$ cat src/inc/ftc_cfg.svh
// register map, field layout, command codes and timing counts of the frequency/totalize counter
`ifndef FTC_CFG_SVH
`define FTC_CFG_SVH

`define FTC_ADDR_CMD       8'h00
`define FTC_ADDR_CHLIST    8'h04
`define FTC_ADDR_STATUS    8'h08
`define FTC_ADDR_EVENTS    8'h0c
`define FTC_ADDR_MASK      8'h10
`define FTC_ADDR_READING   8'h14
`define FTC_ADDR_TOTAL     8'h18
`define FTC_ADDR_RELAY     8'h1c

`define FTC_CMD_FREQ       4'h1
`define FTC_CMD_TOTAL      4'h2
`define FTC_CMD_OPEN       4'h3
`define FTC_CMD_TRIGGER    4'h4
`define FTC_CMD_GATE_SHORT 4'h5
`define FTC_CMD_GATE_MID   4'h6
`define FTC_CMD_GATE_LONG  4'h7

`define FTC_CMD_CODE_LSB   0
`define FTC_CMD_CHAN_LSB   8
`define FTC_CMD_CHAN_GIVEN 13

`define FTC_FUNC_NONE      4'h0
`define FTC_FUNC_FREQ      4'h7

`define FTC_EV_DONE        0
`define FTC_EV_CHAN_ERR    1
`define FTC_EV_REFUSED     2
`define FTC_EV_SATURATED   3

`define FTC_NUM_CHAN       30
`define FTC_CHAN_PER_SLOT  10
`define FTC_STORE_DEPTH    32

`define FTC_TOTAL_MAX      16'hffff
`define FTC_CYCLE_MAX      20'hfffff

`define FTC_CLK_HZ         100000000
`define FTC_GATE_SHORT_US  100000
`define FTC_GATE_TICK_CYCLES (`FTC_CLK_HZ / 1000000 * `FTC_GATE_SHORT_US)
`define FTC_TICKS_SHORT    7'h01
`define FTC_TICKS_MID      7'h0a
`define FTC_TICKS_LONG     7'h64
`define FTC_SCALE_SHORT    7'h64
`define FTC_SCALE_MID      7'h0a
`define FTC_SCALE_LONG     7'h01

`endif

$ cat src/inc/ftc_pkg.sv
// types of the frequency/totalize counter
package ftc_pkg;
   typedef enum logic [1:0] {GATE_SHORT, GATE_MID, GATE_LONG} ftc_gate_t;
   typedef enum logic [2:0] {ST_IDLE, ST_SCAN, ST_MEAS, ST_TOTAL} ftc_state_t;
endpackage : ftc_pkg

$ cat src/rtl/ftc_counter.sv
// frequency and totalize counter with apb register access
// Notes on behaviour
// - frequency equals complete input cycles counted within gate divided by gate length
// - three gate periods 0.1 s, 1 s, 10 s, each with own command code
// - five-digit resolution 10 Hz, 1 Hz, 0.1 Hz for short, middle, long gate
// - frequency range reaches 10 kHz; totalize holds counts up to 65535
// - frequency command sets frequency function code and middle gate
// - with channel list, measure each listed channel, store readings, return in order
// - without channel list, leave relays unchanged and take exactly one measurement
// - block other measurements while counting; accept them again once counting completes
// - totalize command clears event counter then counts each input pulse
// - totalize runs indefinitely until another accepted measurement command arrives; gate commands leave it running
// - bus trigger during totalize aborts it and takes a frequency measurement
// - reading running count during totalize neither clears nor stops it
// - at most one totalize channel; error if not a multiplexer channel; code closes the new relay and leaves earlier ones closed
// - totalize channel stays closed until a later command opens it
// - after reset the gate period is one second
//
// The implementer's own choices: register access over APB and the placing of the registers.
`timescale 1ns/1ps
`default_nettype none
`include "ftc_cfg.svh"

module ftc_counter #(
   parameter int unsigned GATE_TICK_CYCLES = `FTC_GATE_TICK_CYCLES
) (
   input  wire logic        pclk,
   input  wire logic        presetn,
   input  wire logic        psel,
   input  wire logic        penable,
   input  wire logic        pwrite,
   input  wire logic [7:0]  paddr,
   input  wire logic [31:0] pwdata,
   output logic      [31:0] prdata,
   output logic             pready,
   output logic             pslverr,
   input  wire logic        sig_in,
   input  wire logic [2:0]  mux_slot_present,
   output logic [29:0]      relay_close,
   output logic             counter_busy,
   output logic             irq
);
   import ftc_pkg::*;

   ftc_state_t  state;
   ftc_gate_t   gate_sel, gate_cur;
   logic [3:0]  func_code, events, mask;
   logic [29:0] chlist, chlist_run;
   logic [4:0]  scan_idx, wr_ptr, rd_ptr;
   logic [31:0] pre_cnt;
   logic [6:0]  tick_cnt;
   logic [19:0] edge_cnt;
   logic [15:0] total_cnt;
   logic [23:0] store_mem [`FTC_STORE_DEPTH];
   logic [5:0]  store_cnt;
   logic        sig_s1, sig_s2, sig_s3, scanning;
   logic [2:0]  slot_s1, slot_s2;

   logic        acc, cmd_wr, cmd_given, cmd_is_meas, busy_meas, refused, accepted, chan_ok;
   logic        sig_rise, gate_tick, gate_end, push, pop, tot_start, tot_sat, meas_start;
   logic [3:0]  cmd_code, ev_set;
   logic [4:0]  cmd_chan;
   logic [6:0]  gate_ticks, gate_scale;
   logic [19:0] cycles;
   logic [23:0] reading;

   // pin inputs cross into pclk through two flops
   always_ff @(posedge pclk or negedge presetn) begin
      if (!presetn) begin
         sig_s1  <= 1'b0;
         sig_s2  <= 1'b0;
         sig_s3  <= 1'b0;
         slot_s1 <= 3'h0;
         slot_s2 <= 3'h0;
      end else begin
         sig_s1  <= sig_in;
         sig_s2  <= sig_s1;
         sig_s3  <= sig_s2;
         slot_s1 <= mux_slot_present;
         slot_s2 <= slot_s1;
      end
   end

   assign sig_rise = sig_s2 & ~sig_s3;

   // command decode
   assign acc         = psel & penable & pready;
   assign cmd_wr      = acc & pwrite & (paddr == `FTC_ADDR_CMD);
   assign cmd_code    = pwdata[`FTC_CMD_CODE_LSB +: 4];
   assign cmd_chan    = pwdata[`FTC_CMD_CHAN_LSB +: 5];
   assign cmd_given   = pwdata[`FTC_CMD_CHAN_GIVEN];
   assign cmd_is_meas = (cmd_code == `FTC_CMD_FREQ) || (cmd_code == `FTC_CMD_TOTAL) ||
                        (cmd_code == `FTC_CMD_OPEN) || (cmd_code == `FTC_CMD_TRIGGER);
   assign busy_meas   = (state == ST_SCAN) || (state == ST_MEAS);
   assign refused     = cmd_wr & cmd_is_meas & busy_meas;
   assign accepted    = cmd_wr & cmd_is_meas & ~busy_meas;

   // only multiplexer slots with a board fitted accept a totalize channel
   always_comb begin
      chan_ok = 1'b0;
      if (cmd_chan >= 5'd20) begin
         chan_ok = (cmd_chan < 5'd30) & slot_s2[2];
      end else if (cmd_chan >= 5'd10) begin
         chan_ok = slot_s2[1];
      end else begin
         chan_ok = slot_s2[0];
      end
   end

   assign tot_start  = accepted & (cmd_code == `FTC_CMD_TOTAL) & (~cmd_given | chan_ok);

   // gate length and scale to 0.1 Hz units, fixed for the whole measurement
   always_comb begin
      case (gate_cur)
         GATE_SHORT: begin
            gate_ticks = `FTC_TICKS_SHORT;
            gate_scale = `FTC_SCALE_SHORT;
         end
         GATE_LONG: begin
            gate_ticks = `FTC_TICKS_LONG;
            gate_scale = `FTC_SCALE_LONG;
         end
         default: begin
            gate_ticks = `FTC_TICKS_MID;
            gate_scale = `FTC_SCALE_MID;
         end
      endcase
   end

   assign gate_tick = (pre_cnt == GATE_TICK_CYCLES - 1);
   assign gate_end  = (state == ST_MEAS) & gate_tick & (tick_cnt == gate_ticks - 7'h01);
   // first edge opens the count, so n edges span n-1 whole cycles
   assign cycles    = (edge_cnt == 20'h0) ? 20'h0 : edge_cnt - 20'h1;
   assign reading   = 24'(cycles * gate_scale);
   assign push      = gate_end & (store_cnt != 6'(`FTC_STORE_DEPTH));
   assign tot_sat   = (state == ST_TOTAL) & sig_rise & (total_cnt == `FTC_TOTAL_MAX);

   always_comb begin
      meas_start = 1'b0;
      if (accepted && (cmd_code == `FTC_CMD_TRIGGER)) begin
         meas_start = 1'b1;
      end else if (accepted && (cmd_code == `FTC_CMD_FREQ) && (chlist == 30'h0)) begin
         meas_start = 1'b1;
      end else if ((state == ST_SCAN) && (scan_idx < 5'd30) && chlist_run[scan_idx]) begin
         meas_start = 1'b1;
      end
   end

   // measurement sequencer, channel relays and function selection
   always_ff @(posedge pclk or negedge presetn) begin
      if (!presetn) begin
         state       <= ST_IDLE;
         gate_sel    <= GATE_MID;
         gate_cur    <= GATE_MID;
         func_code   <= `FTC_FUNC_NONE;
         chlist_run  <= 30'h0;
         scan_idx    <= 5'h0;
         scanning    <= 1'b0;
         relay_close <= 30'h0;
      end else begin
         if (cmd_wr && (cmd_code == `FTC_CMD_GATE_SHORT)) begin
            gate_sel <= GATE_SHORT;
         end else if (cmd_wr && (cmd_code == `FTC_CMD_GATE_MID)) begin
            gate_sel <= GATE_MID;
         end else if (cmd_wr && (cmd_code == `FTC_CMD_GATE_LONG)) begin
            gate_sel <= GATE_LONG;
         end
         if (accepted) begin
            // any accepted measurement command ends totalize; gate commands do not
            state <= ST_IDLE;
            case (cmd_code)
               `FTC_CMD_FREQ: begin
                  func_code <= `FTC_FUNC_FREQ;
                  gate_sel  <= GATE_MID;
                  gate_cur  <= GATE_MID;
                  if (chlist != 30'h0) begin
                     chlist_run <= chlist;
                     scan_idx   <= 5'h0;
                     state      <= ST_SCAN;
                  end else begin
                     scanning <= 1'b0;
                     state    <= ST_MEAS;
                  end
               end
               `FTC_CMD_TRIGGER: begin
                  func_code <= `FTC_FUNC_FREQ;
                  gate_cur  <= gate_sel;
                  scanning  <= 1'b0;
                  state     <= ST_MEAS;
               end
               `FTC_CMD_TOTAL: begin
                  if (tot_start) begin
                     state <= ST_TOTAL;
                     if (cmd_given) begin
                        relay_close[cmd_chan] <= 1'b1;
                     end
                  end
               end
               default: begin
                  relay_close <= 30'h0;
               end
            endcase
         end else begin
            case (state)
               ST_SCAN: begin
                  if (scan_idx >= 5'd30) begin
                     state <= ST_IDLE;
                  end else if (chlist_run[scan_idx]) begin
                     relay_close <= 30'h1 << scan_idx;
                     gate_cur    <= gate_sel;
                     scanning    <= 1'b1;
                     state       <= ST_MEAS;
                  end else begin
                     scan_idx <= scan_idx + 5'h1;
                  end
               end
               ST_MEAS: begin
                  if (gate_end) begin
                     if (scanning) begin
                        scan_idx <= scan_idx + 5'h1;
                        state    <= ST_SCAN;
                     end else begin
                        state <= ST_IDLE;
                     end
                  end
               end
               default: begin
               end
            endcase
         end
      end
   end

   // gate timebase and input cycle counter
   always_ff @(posedge pclk or negedge presetn) begin
      if (!presetn) begin
         pre_cnt  <= 32'h0;
         tick_cnt <= 7'h0;
         edge_cnt <= 20'h0;
      end else if (meas_start) begin
         pre_cnt  <= 32'h0;
         tick_cnt <= 7'h0;
         edge_cnt <= 20'h0;
      end else if (state == ST_MEAS) begin
         pre_cnt <= gate_tick ? 32'h0 : pre_cnt + 32'h1;
         if (gate_tick) begin
            tick_cnt <= tick_cnt + 7'h1;
         end
         if (sig_rise && (edge_cnt != `FTC_CYCLE_MAX)) begin
            edge_cnt <= edge_cnt + 20'h1;
         end
      end
   end

   // totalize event counter
   always_ff @(posedge pclk or negedge presetn) begin
      if (!presetn) begin
         total_cnt <= 16'h0;
      end else if (tot_start) begin
         total_cnt <= 16'h0;
      end else if ((state == ST_TOTAL) && sig_rise && (total_cnt != `FTC_TOTAL_MAX)) begin
         total_cnt <= total_cnt + 16'h1;
      end
   end

   // reading store, drained oldest first; a full store drops new readings
   assign pop = acc & ~pwrite & (paddr == `FTC_ADDR_READING) & (store_cnt != 6'h0);

   always_ff @(posedge pclk or negedge presetn) begin
      if (!presetn) begin
         wr_ptr    <= 5'h0;
         rd_ptr    <= 5'h0;
         store_cnt <= 6'h0;
      end else begin
         if (push) begin
            wr_ptr <= wr_ptr + 5'h1;
         end
         if (pop) begin
            rd_ptr <= rd_ptr + 5'h1;
         end
         if (push && !pop) begin
            store_cnt <= store_cnt + 6'h1;
         end else if (pop && !push) begin
            store_cnt <= store_cnt - 6'h1;
         end
      end
   end

   always_ff @(posedge pclk) begin
      if (push) begin
         store_mem[wr_ptr] <= reading;
      end
   end

   // sticky events; a new event wins over a write-one clear
   always_comb begin
      ev_set = 4'h0;
      ev_set[`FTC_EV_DONE]      = gate_end & ~scanning | (state == ST_SCAN) & (scan_idx >= 5'd30);
      ev_set[`FTC_EV_CHAN_ERR]  = accepted & (cmd_code == `FTC_CMD_TOTAL) & cmd_given & ~chan_ok;
      ev_set[`FTC_EV_REFUSED]   = refused | gate_end & ~push;
      ev_set[`FTC_EV_SATURATED] = tot_sat;
   end

   always_ff @(posedge pclk or negedge presetn) begin
      if (!presetn) begin
         events <= 4'h0;
      end else if (acc && pwrite && (paddr == `FTC_ADDR_EVENTS)) begin
         events <= (events & ~pwdata[3:0]) | ev_set;
      end else begin
         events <= events | ev_set;
      end
   end

   always_ff @(posedge pclk or negedge presetn) begin
      if (!presetn) begin
         mask   <= 4'h0;
         chlist <= 30'h0;
      end else if (acc && pwrite && (paddr == `FTC_ADDR_MASK)) begin
         mask <= pwdata[3:0];
      end else if (acc && pwrite && (paddr == `FTC_ADDR_CHLIST)) begin
         chlist <= pwdata[29:0];
      end
   end

   always_ff @(posedge pclk or negedge presetn) begin
      if (!presetn) begin
         irq          <= 1'b0;
         counter_busy <= 1'b0;
      end else begin
         irq          <= |(events & mask);
         counter_busy <= (state != ST_IDLE);
      end
   end

   // apb slave: one wait-free access phase, data sampled in the setup cycle
   always_ff @(posedge pclk or negedge presetn) begin
      if (!presetn) begin
         pready  <= 1'b0;
         pslverr <= 1'b0;
         prdata  <= 32'h0;
      end else begin
         pready  <= psel & ~penable;
         pslverr <= 1'b0;
         prdata  <= 32'h0;
         if (psel && !penable) begin
            if (paddr == `FTC_ADDR_CMD) begin
               prdata <= 32'h0;
            end else if (paddr == `FTC_ADDR_CHLIST) begin
               prdata <= {2'h0, chlist};
            end else if (paddr == `FTC_ADDR_STATUS) begin
               prdata <= {16'h0, store_cnt, gate_sel, func_code, 1'b0, state};
            end else if (paddr == `FTC_ADDR_EVENTS) begin
               prdata <= {28'h0, events};
            end else if (paddr == `FTC_ADDR_MASK) begin
               prdata <= {28'h0, mask};
            end else if (paddr == `FTC_ADDR_READING) begin
               prdata <= {(store_cnt != 6'h0), 7'h0, store_mem[rd_ptr]};
            end else if (paddr == `FTC_ADDR_TOTAL) begin
               prdata <= {16'h0, total_cnt};
            end else if (paddr == `FTC_ADDR_RELAY) begin
               prdata <= {2'h0, relay_close};
            end else begin
               pslverr <= 1'b1;
            end
         end
      end
   end

endmodule : ftc_counter
`default_nettype wire

$ cat config.mk
export PLATFORM = sky130hd
export DESIGN_NAME = ftc_counter
export DESIGN_NICKNAME = d
export VERILOG_FILES = /design/src/inc/ftc_pkg.sv /design/src/rtl/ftc_counter.sv
export VERILOG_INCLUDE_DIRS = /design/src /design/src/inc
export SDC_FILE = /design/constraint.sdc
export NUM_CORES = 2
export LEC_CHECK = 0
export BUFFER_PORTS_ARGS = -buffer_cell sky130_fd_sc_hd__buf_2
export CORE_MARGIN = 2
export CORE_UTILIZATION = 40
export CTS_BUF_LIST = sky130_fd_sc_hd__clkbuf_4 sky130_fd_sc_hd__clkbuf_8
export CTS_CLUSTER_SIZE = 20
export DETAILED_ROUTE_END_ITERATION = 12
export PLACE_DENSITY = 0.64
export SLEW_MARGIN = 5
export SYNTH_ARGS = -nofsm -noshare
export SYNTH_HDL_FRONTEND = slang
export SYNTH_SLANG_ARGS = --single-unit
$ cat constraint.sdc
create_clock -name pclk -period 17.73 [get_ports pclk]
set_clock_uncertainty 0.05 [all_clocks]
set_input_delay 0.8865 -clock pclk [delete_from_list [all_inputs] [get_ports pclk]]
set_output_delay 0.8865 -clock pclk [all_outputs]
set_load 0.05 [all_outputs]
==> results <==
- Registers are responsible for 54.8% of the overall power.
- Dividing the detail-routed via count by the number of cells gives 5.56.
- After detailed routing, the wire length on met1 is 48700 µm.
- The die span in x is 341 µm.
- The remaining max-slew budget at the tightest pin is 17.0%.
- Before CTS, the worst setup slack after placement is 10.21 ns.
- The proportion of total power due to net switching is 23.6%.
- The cell area after placement is 48200 µm².
- The number of maximum-capacitance violations is 0.
- The count of buffers from port buffering is 111.
- The slowest stage of the critical path belongs to the cell fa_1.
- At the pin with the least slew margin, the transition time is 1.24 ns.
- The TritonCTS buffer count is 159.
- Combinational logic is responsible for 5.8% of the overall power.
- The number of buffers added for setup after CTS is 0.
- In this run, synthesis produced a sequential element count of 1014.
- Detailed routing placed a total of 51700 µm of wire on met2.
- The sort of element at the start of the critical path is a flop.
- The main combinational cell family by area after synthesis is multiplexers.
- Counting flops with a built-in enable in the synthesized netlist gives 768.
- The flow ran to the end, and the final reports show no timing, DRC or antenna violations.
- The I/O pin count is 115.
- In this run the remaining antenna-violating nets after routing total 0.
- The design draws 4.93 mW.
- The share of the yosys chip area belonging to registers is 64.4%.
- The first global-routing pass estimated 169000 µm of wire.
- The hold violation count in the final report was 0.
- After detailed routing, the total wire length is 112000 µm.
- Each instance of the synthesized netlist takes up on average 15.8 µm².
- TritonCTS built the clock tree.
- Setup slack on the critical path of the routed design comes to 10.24 ns.
- The combined area of all synthesized cells is 45300 µm².
- The nature of the critical path endpoint is a flop.
- In this run, distinct cell masters in the synthesized netlist total 77.
- After detailed routing, the number of remaining DRC violations is 0.
- The initial antenna violation count is 2.
- Buffers inserted to repair hold after CTS numbered 0.
- The part of the power in the clock network is 39.4%.
- The time the final worst path needs with I/O delays and setup is 7.49 ns.
- The vertical die dimension is 341 µm.
- The post-CTS clock slew at the launch and capture registers of the worst setup and hold paths is 0.06 ns.
- The async set-or-reset flop fraction in the synthesized netlist is 24.3%.
- Yosys printed 0 warnings.
- The die outline area is 116000 µm².
- The average wire length per cell after detail routing is 23.9 µm.
- The clock tree buffer depth is 3.
- The largest net degree at the start of global routing is 124.
- The path type of the worst min-delay path is in -> async.
- The synthesized-area fraction occupied by ao, oa, aoi and oai cells is 4.04%.
- Global routing used 19.5% of the available tracks.
- The CTS root buffer is clkbuf_8.
- Setup violations remaining at the end of the flow were counted as 0.
- The final cycle utilization of the critical path is 42.2%.
- The final non-filler cell area is 51300 µm².
- Once the clock tree was built, the resizer swapped 0 gates to a different size.
- The number of max-slew violations in the final report was 0.
- The number of global-route vias before repair is 26200.
- For this design the static power due to leakage is 18.0 nW.
- The highest metal layer carrying signal wires in the routed design is met5.
- Summed over all nets, the switching power comes to 1.16 mW.
- The HPWL after detailed placement is 69300 µm.
- After the first detailed-routing iteration, the DRC count stood at 2381.
- The floorplan step defined a core boundary enclosing 112000 µm².
- After technology mapping, the gate count stands at 2865.
- The buffers plus inverters on the worst setup path is 5.
- Hold is met by 0.0150 ns.
- The dominant delay contributor by cell family on the critical path is adder cells.
- After synthesis, the share of cell area in mux cells is 14.6%.
- Setup repair after global routing left no endpoint under its margin.
- The internal power of the cells is 3.77 mW.
- The number of iterations in the first detailed-routing pass is 8.
- The commonest register cell after synthesis is edfxtp_1.
- Of the total synthesized cell area, the portion taken by AND, OR, NAND and NOR gates is 7.11%.
- The count of clock tree sinks is 1014.
- The maximum fanout encountered on the critical timing path is 32.
- The startpoint-to-endpoint class of the critical path is reg -> reg.
- Traced cell by cell, the critical path runs through or3_1 > nor3_1 > nand2_1 > or3_1 > xor2_1 > nor4_1 > inv_1 > fa_1 > inv_1 > fa_1 > fa_1 > inv_1 > fa_1 > inv_1 > ha_1 > nand2_1 > nor2_1 > and3_1 > a2111oi_0 > o21ai_0 > a21oi_1 > nor2b_1 > xnor2_2 > buf_4.
- Data on the critical path is required at its endpoint by 18.27 ns.
- The worst-case IR drop observed on VDD is 0.0677 mV.
- At the end of routability-driven placement, the weighted congestion stood at 0.882.
- In the final layout, the share of cells above drive strength 1 is 26.6%.
- Summing the areas of all fa, ha and maj instances in the mapped netlist gives 5.20% of the synthesized area.
- For this configuration, the core starts out at a cell density of 40.3%.
- The net count of the finished layout is 3267.
- After Yosys synthesis, XOR and XNOR cells account for 2.11% of the synthesized area.
- For the final routed database, the setup TNS stands at 0 ns.
- The area growth from synthesis to layout is 13.2%.
- The number of nets handed over by synthesis was 3061.
- The floorplan row count is 123.
- The routed length on met3 is 9320 µm.
- Derived from the worst setup path, the maximum achievable clock frequency is 134 MHz.
- On the worst path, the slowest cell contributes a delay of 0.55 ns.
- The H-tree generated during clock tree synthesis spans 4 levels.
- For the worst-skew pair, the clock arrives at the later sink with an insertion delay of 0.83 ns.
- The routed layout has 26100 vias.
- After global routing the overflow that remains totals 0.
- The data arrival time of the critical path is 8.03 ns.
- In this run the power density over the cells is 96.0 nW/µm².
==> cells in the mapped netlist (10+ instances only) <==
library cell	instances	area (µm²)
nand3_1	52	260
a22oi_1	33	248
nand2_1	212	796
a31oi_1	18	113
xnor2_1	60	526
ha_1	78	976
and3_1	18	113
mux4_2	248	5590
nor2b_1	17	106
nor3_1	32	160
a21oi_1	109	546
edfxtp_1	768	23100
buf_1	23	86.3
dfrtp_1	244	6110
nor4_1	22	138
clkbuf_1	92	345
xor2_1	49	429
nor2_1	198	743
o21ai_0	46	230
nand4_1	29	181
nor3b_1	10	75.1
inv_1	147	552
or3_1	24	150
buf_2	19	95.1
fa_1	69	1380
nand2b_1	17	106
and2_1	17	106
mux2_2	86	968
==> worst reg2reg max path, cell delays in order (launching register included) <==
cell and delay, ns:
dfrtp_1 0.50, or3_1 0.44, nor3_1 0.33, nand2_1 0.16, or3_1 0.34, xor2_1 0.16, nor4_1 0.48, inv_1 0.12
fa_1 0.51, inv_1 0.05, fa_1 0.47, fa_1 0.55, inv_1 0.06, fa_1 0.53, inv_1 0.05, ha_1 0.36
nand2_1 0.11, nor2_1 0.08, and3_1 0.21, a2111oi_0 0.48, o21ai_0 0.29, a21oi_1 0.26, nor2b_1 0.23, xnor2_2 0.13
buf_4 0.32
==> cell usage in the layout, fill, tap and decap left out, types with 9 or more instances in the layout <==
cell	instances
nor3_1	32
nor3b_1	10
nand2_1	212
xor2_1	46
o21ai_0	46
and3_1	18
buf_2	110
a222oi_1	9
nor2_4	33
a21o_1	9
mux4_2	248
nor2_1	162
nor2b_1	17
or3_1	24
inv_1	147
edfxtp_1	768
nor4_1	22
nand2b_1	16
nand3_1	52
fa_1	69
a21oi_1	108
nand4_1	29
xnor2_1	44
xnor2_2	15
a22oi_1	33
ha_1	78
buf_4	71
clkinv_1	32
clkinv_2	15
and2_1	17
clkbuf_8	165
clkbuf_4	52
dfrtp_1	240
mux2_2	86
a31oi_1	18
==> metrics by stage <==
stage | utilization, % | instances
floorplan | - | 2865
global placement | 42.9 | 4410
detailed placement | 42.9 | 4410
CTS | 45.6 | 4693
global route | 45.6 | 4694
finish | 45.6 | 4694
==> final timing paths <==
| kind | start | end | slack (ns) | depth (start not counted) |
|---|---|---|---|---|
| min in group pclk | sig_in | sig_s1 | 0.12 | 1 |
| max reg2reg | edge_cnt[3] | store_mem[4][21] | 10.24 | 24 |
| max | edge_cnt[3] | store_mem[4][21] | 10.24 | 24 |
| min reg2reg | sig_s1 | sig_s2 | 0.30 | 0 |
| max in group asynchronous | presetn | edge_cnt[2] | 15.27 | 3 |
| min | presetn | relay_close[28] | 0.02 | 1 |
==> flip-flops by register name, indices dropped and copies added (netlist names), 3 cells and up <==
register,count
chlist,30
pre_cnt,32
store_cnt,6
rd_ptr,5
events,4
chlist_run,30
tick_cnt,7
edge_cnt,20
scan_idx,5
relay_close,30
total_cnt,16
prdata,31
mask,4
slot_s1,3
store_mem,768
wr_ptr,5
slot_s2,3
==> metal layers <==
| layer | GRT usage [%] | up-vias |
|---|---|---|
| met1 | 28.3 | 13500 |
| li1 | - | 11300 |
| met4 | 5.44 | 2 |
| met3 | 3.99 | 167 |
| met5 | 0 | - |
| met2 | 30.0 | 1067 |
==> power by group through the flow <==
stage / logic, mW / registers (mW) / clock network [mW]
2_1_floorplan: 0.164 / 2.74 / 0
3_3_place_gp: 0.286 / 2.75 / 0
3_5_place_dp: 0.291 / 2.75 / 0
4_1_cts: 0.293 / 2.70 / 1.98
5_1_grt: 0.327 / 2.70 / 2.09
6_report: 0.287 / 2.70 / 1.94
==> logic make-up after synthesis <==
| family | Yosys count |
|---|---|
| flip-flops | 1014 |
| AND/OR/NAND/NOR | 680 |
| multiplexers | 342 |
| AO/OA/AOI/OAI | 287 |
| buffers and inverters | 285 |
| adder cells (fa/ha/maj) | 147 |
| XOR/XNOR | 109 |
| other | 1 |
==> layout make-up <==
type	instances	area (µm²)
Fill cell	9742	61200
Antenna cell	1	2.50
Tap cell	1500	1880
Clock buffer	217	2660
Multi-Input combinational cell	1566	15400
Timing Repair Buffer	183	1120
Inverter	147	552
Sequential cell	1014	29200
Clock inverter	66	459
Note: power is estimated with default switching activity, not from simulation.
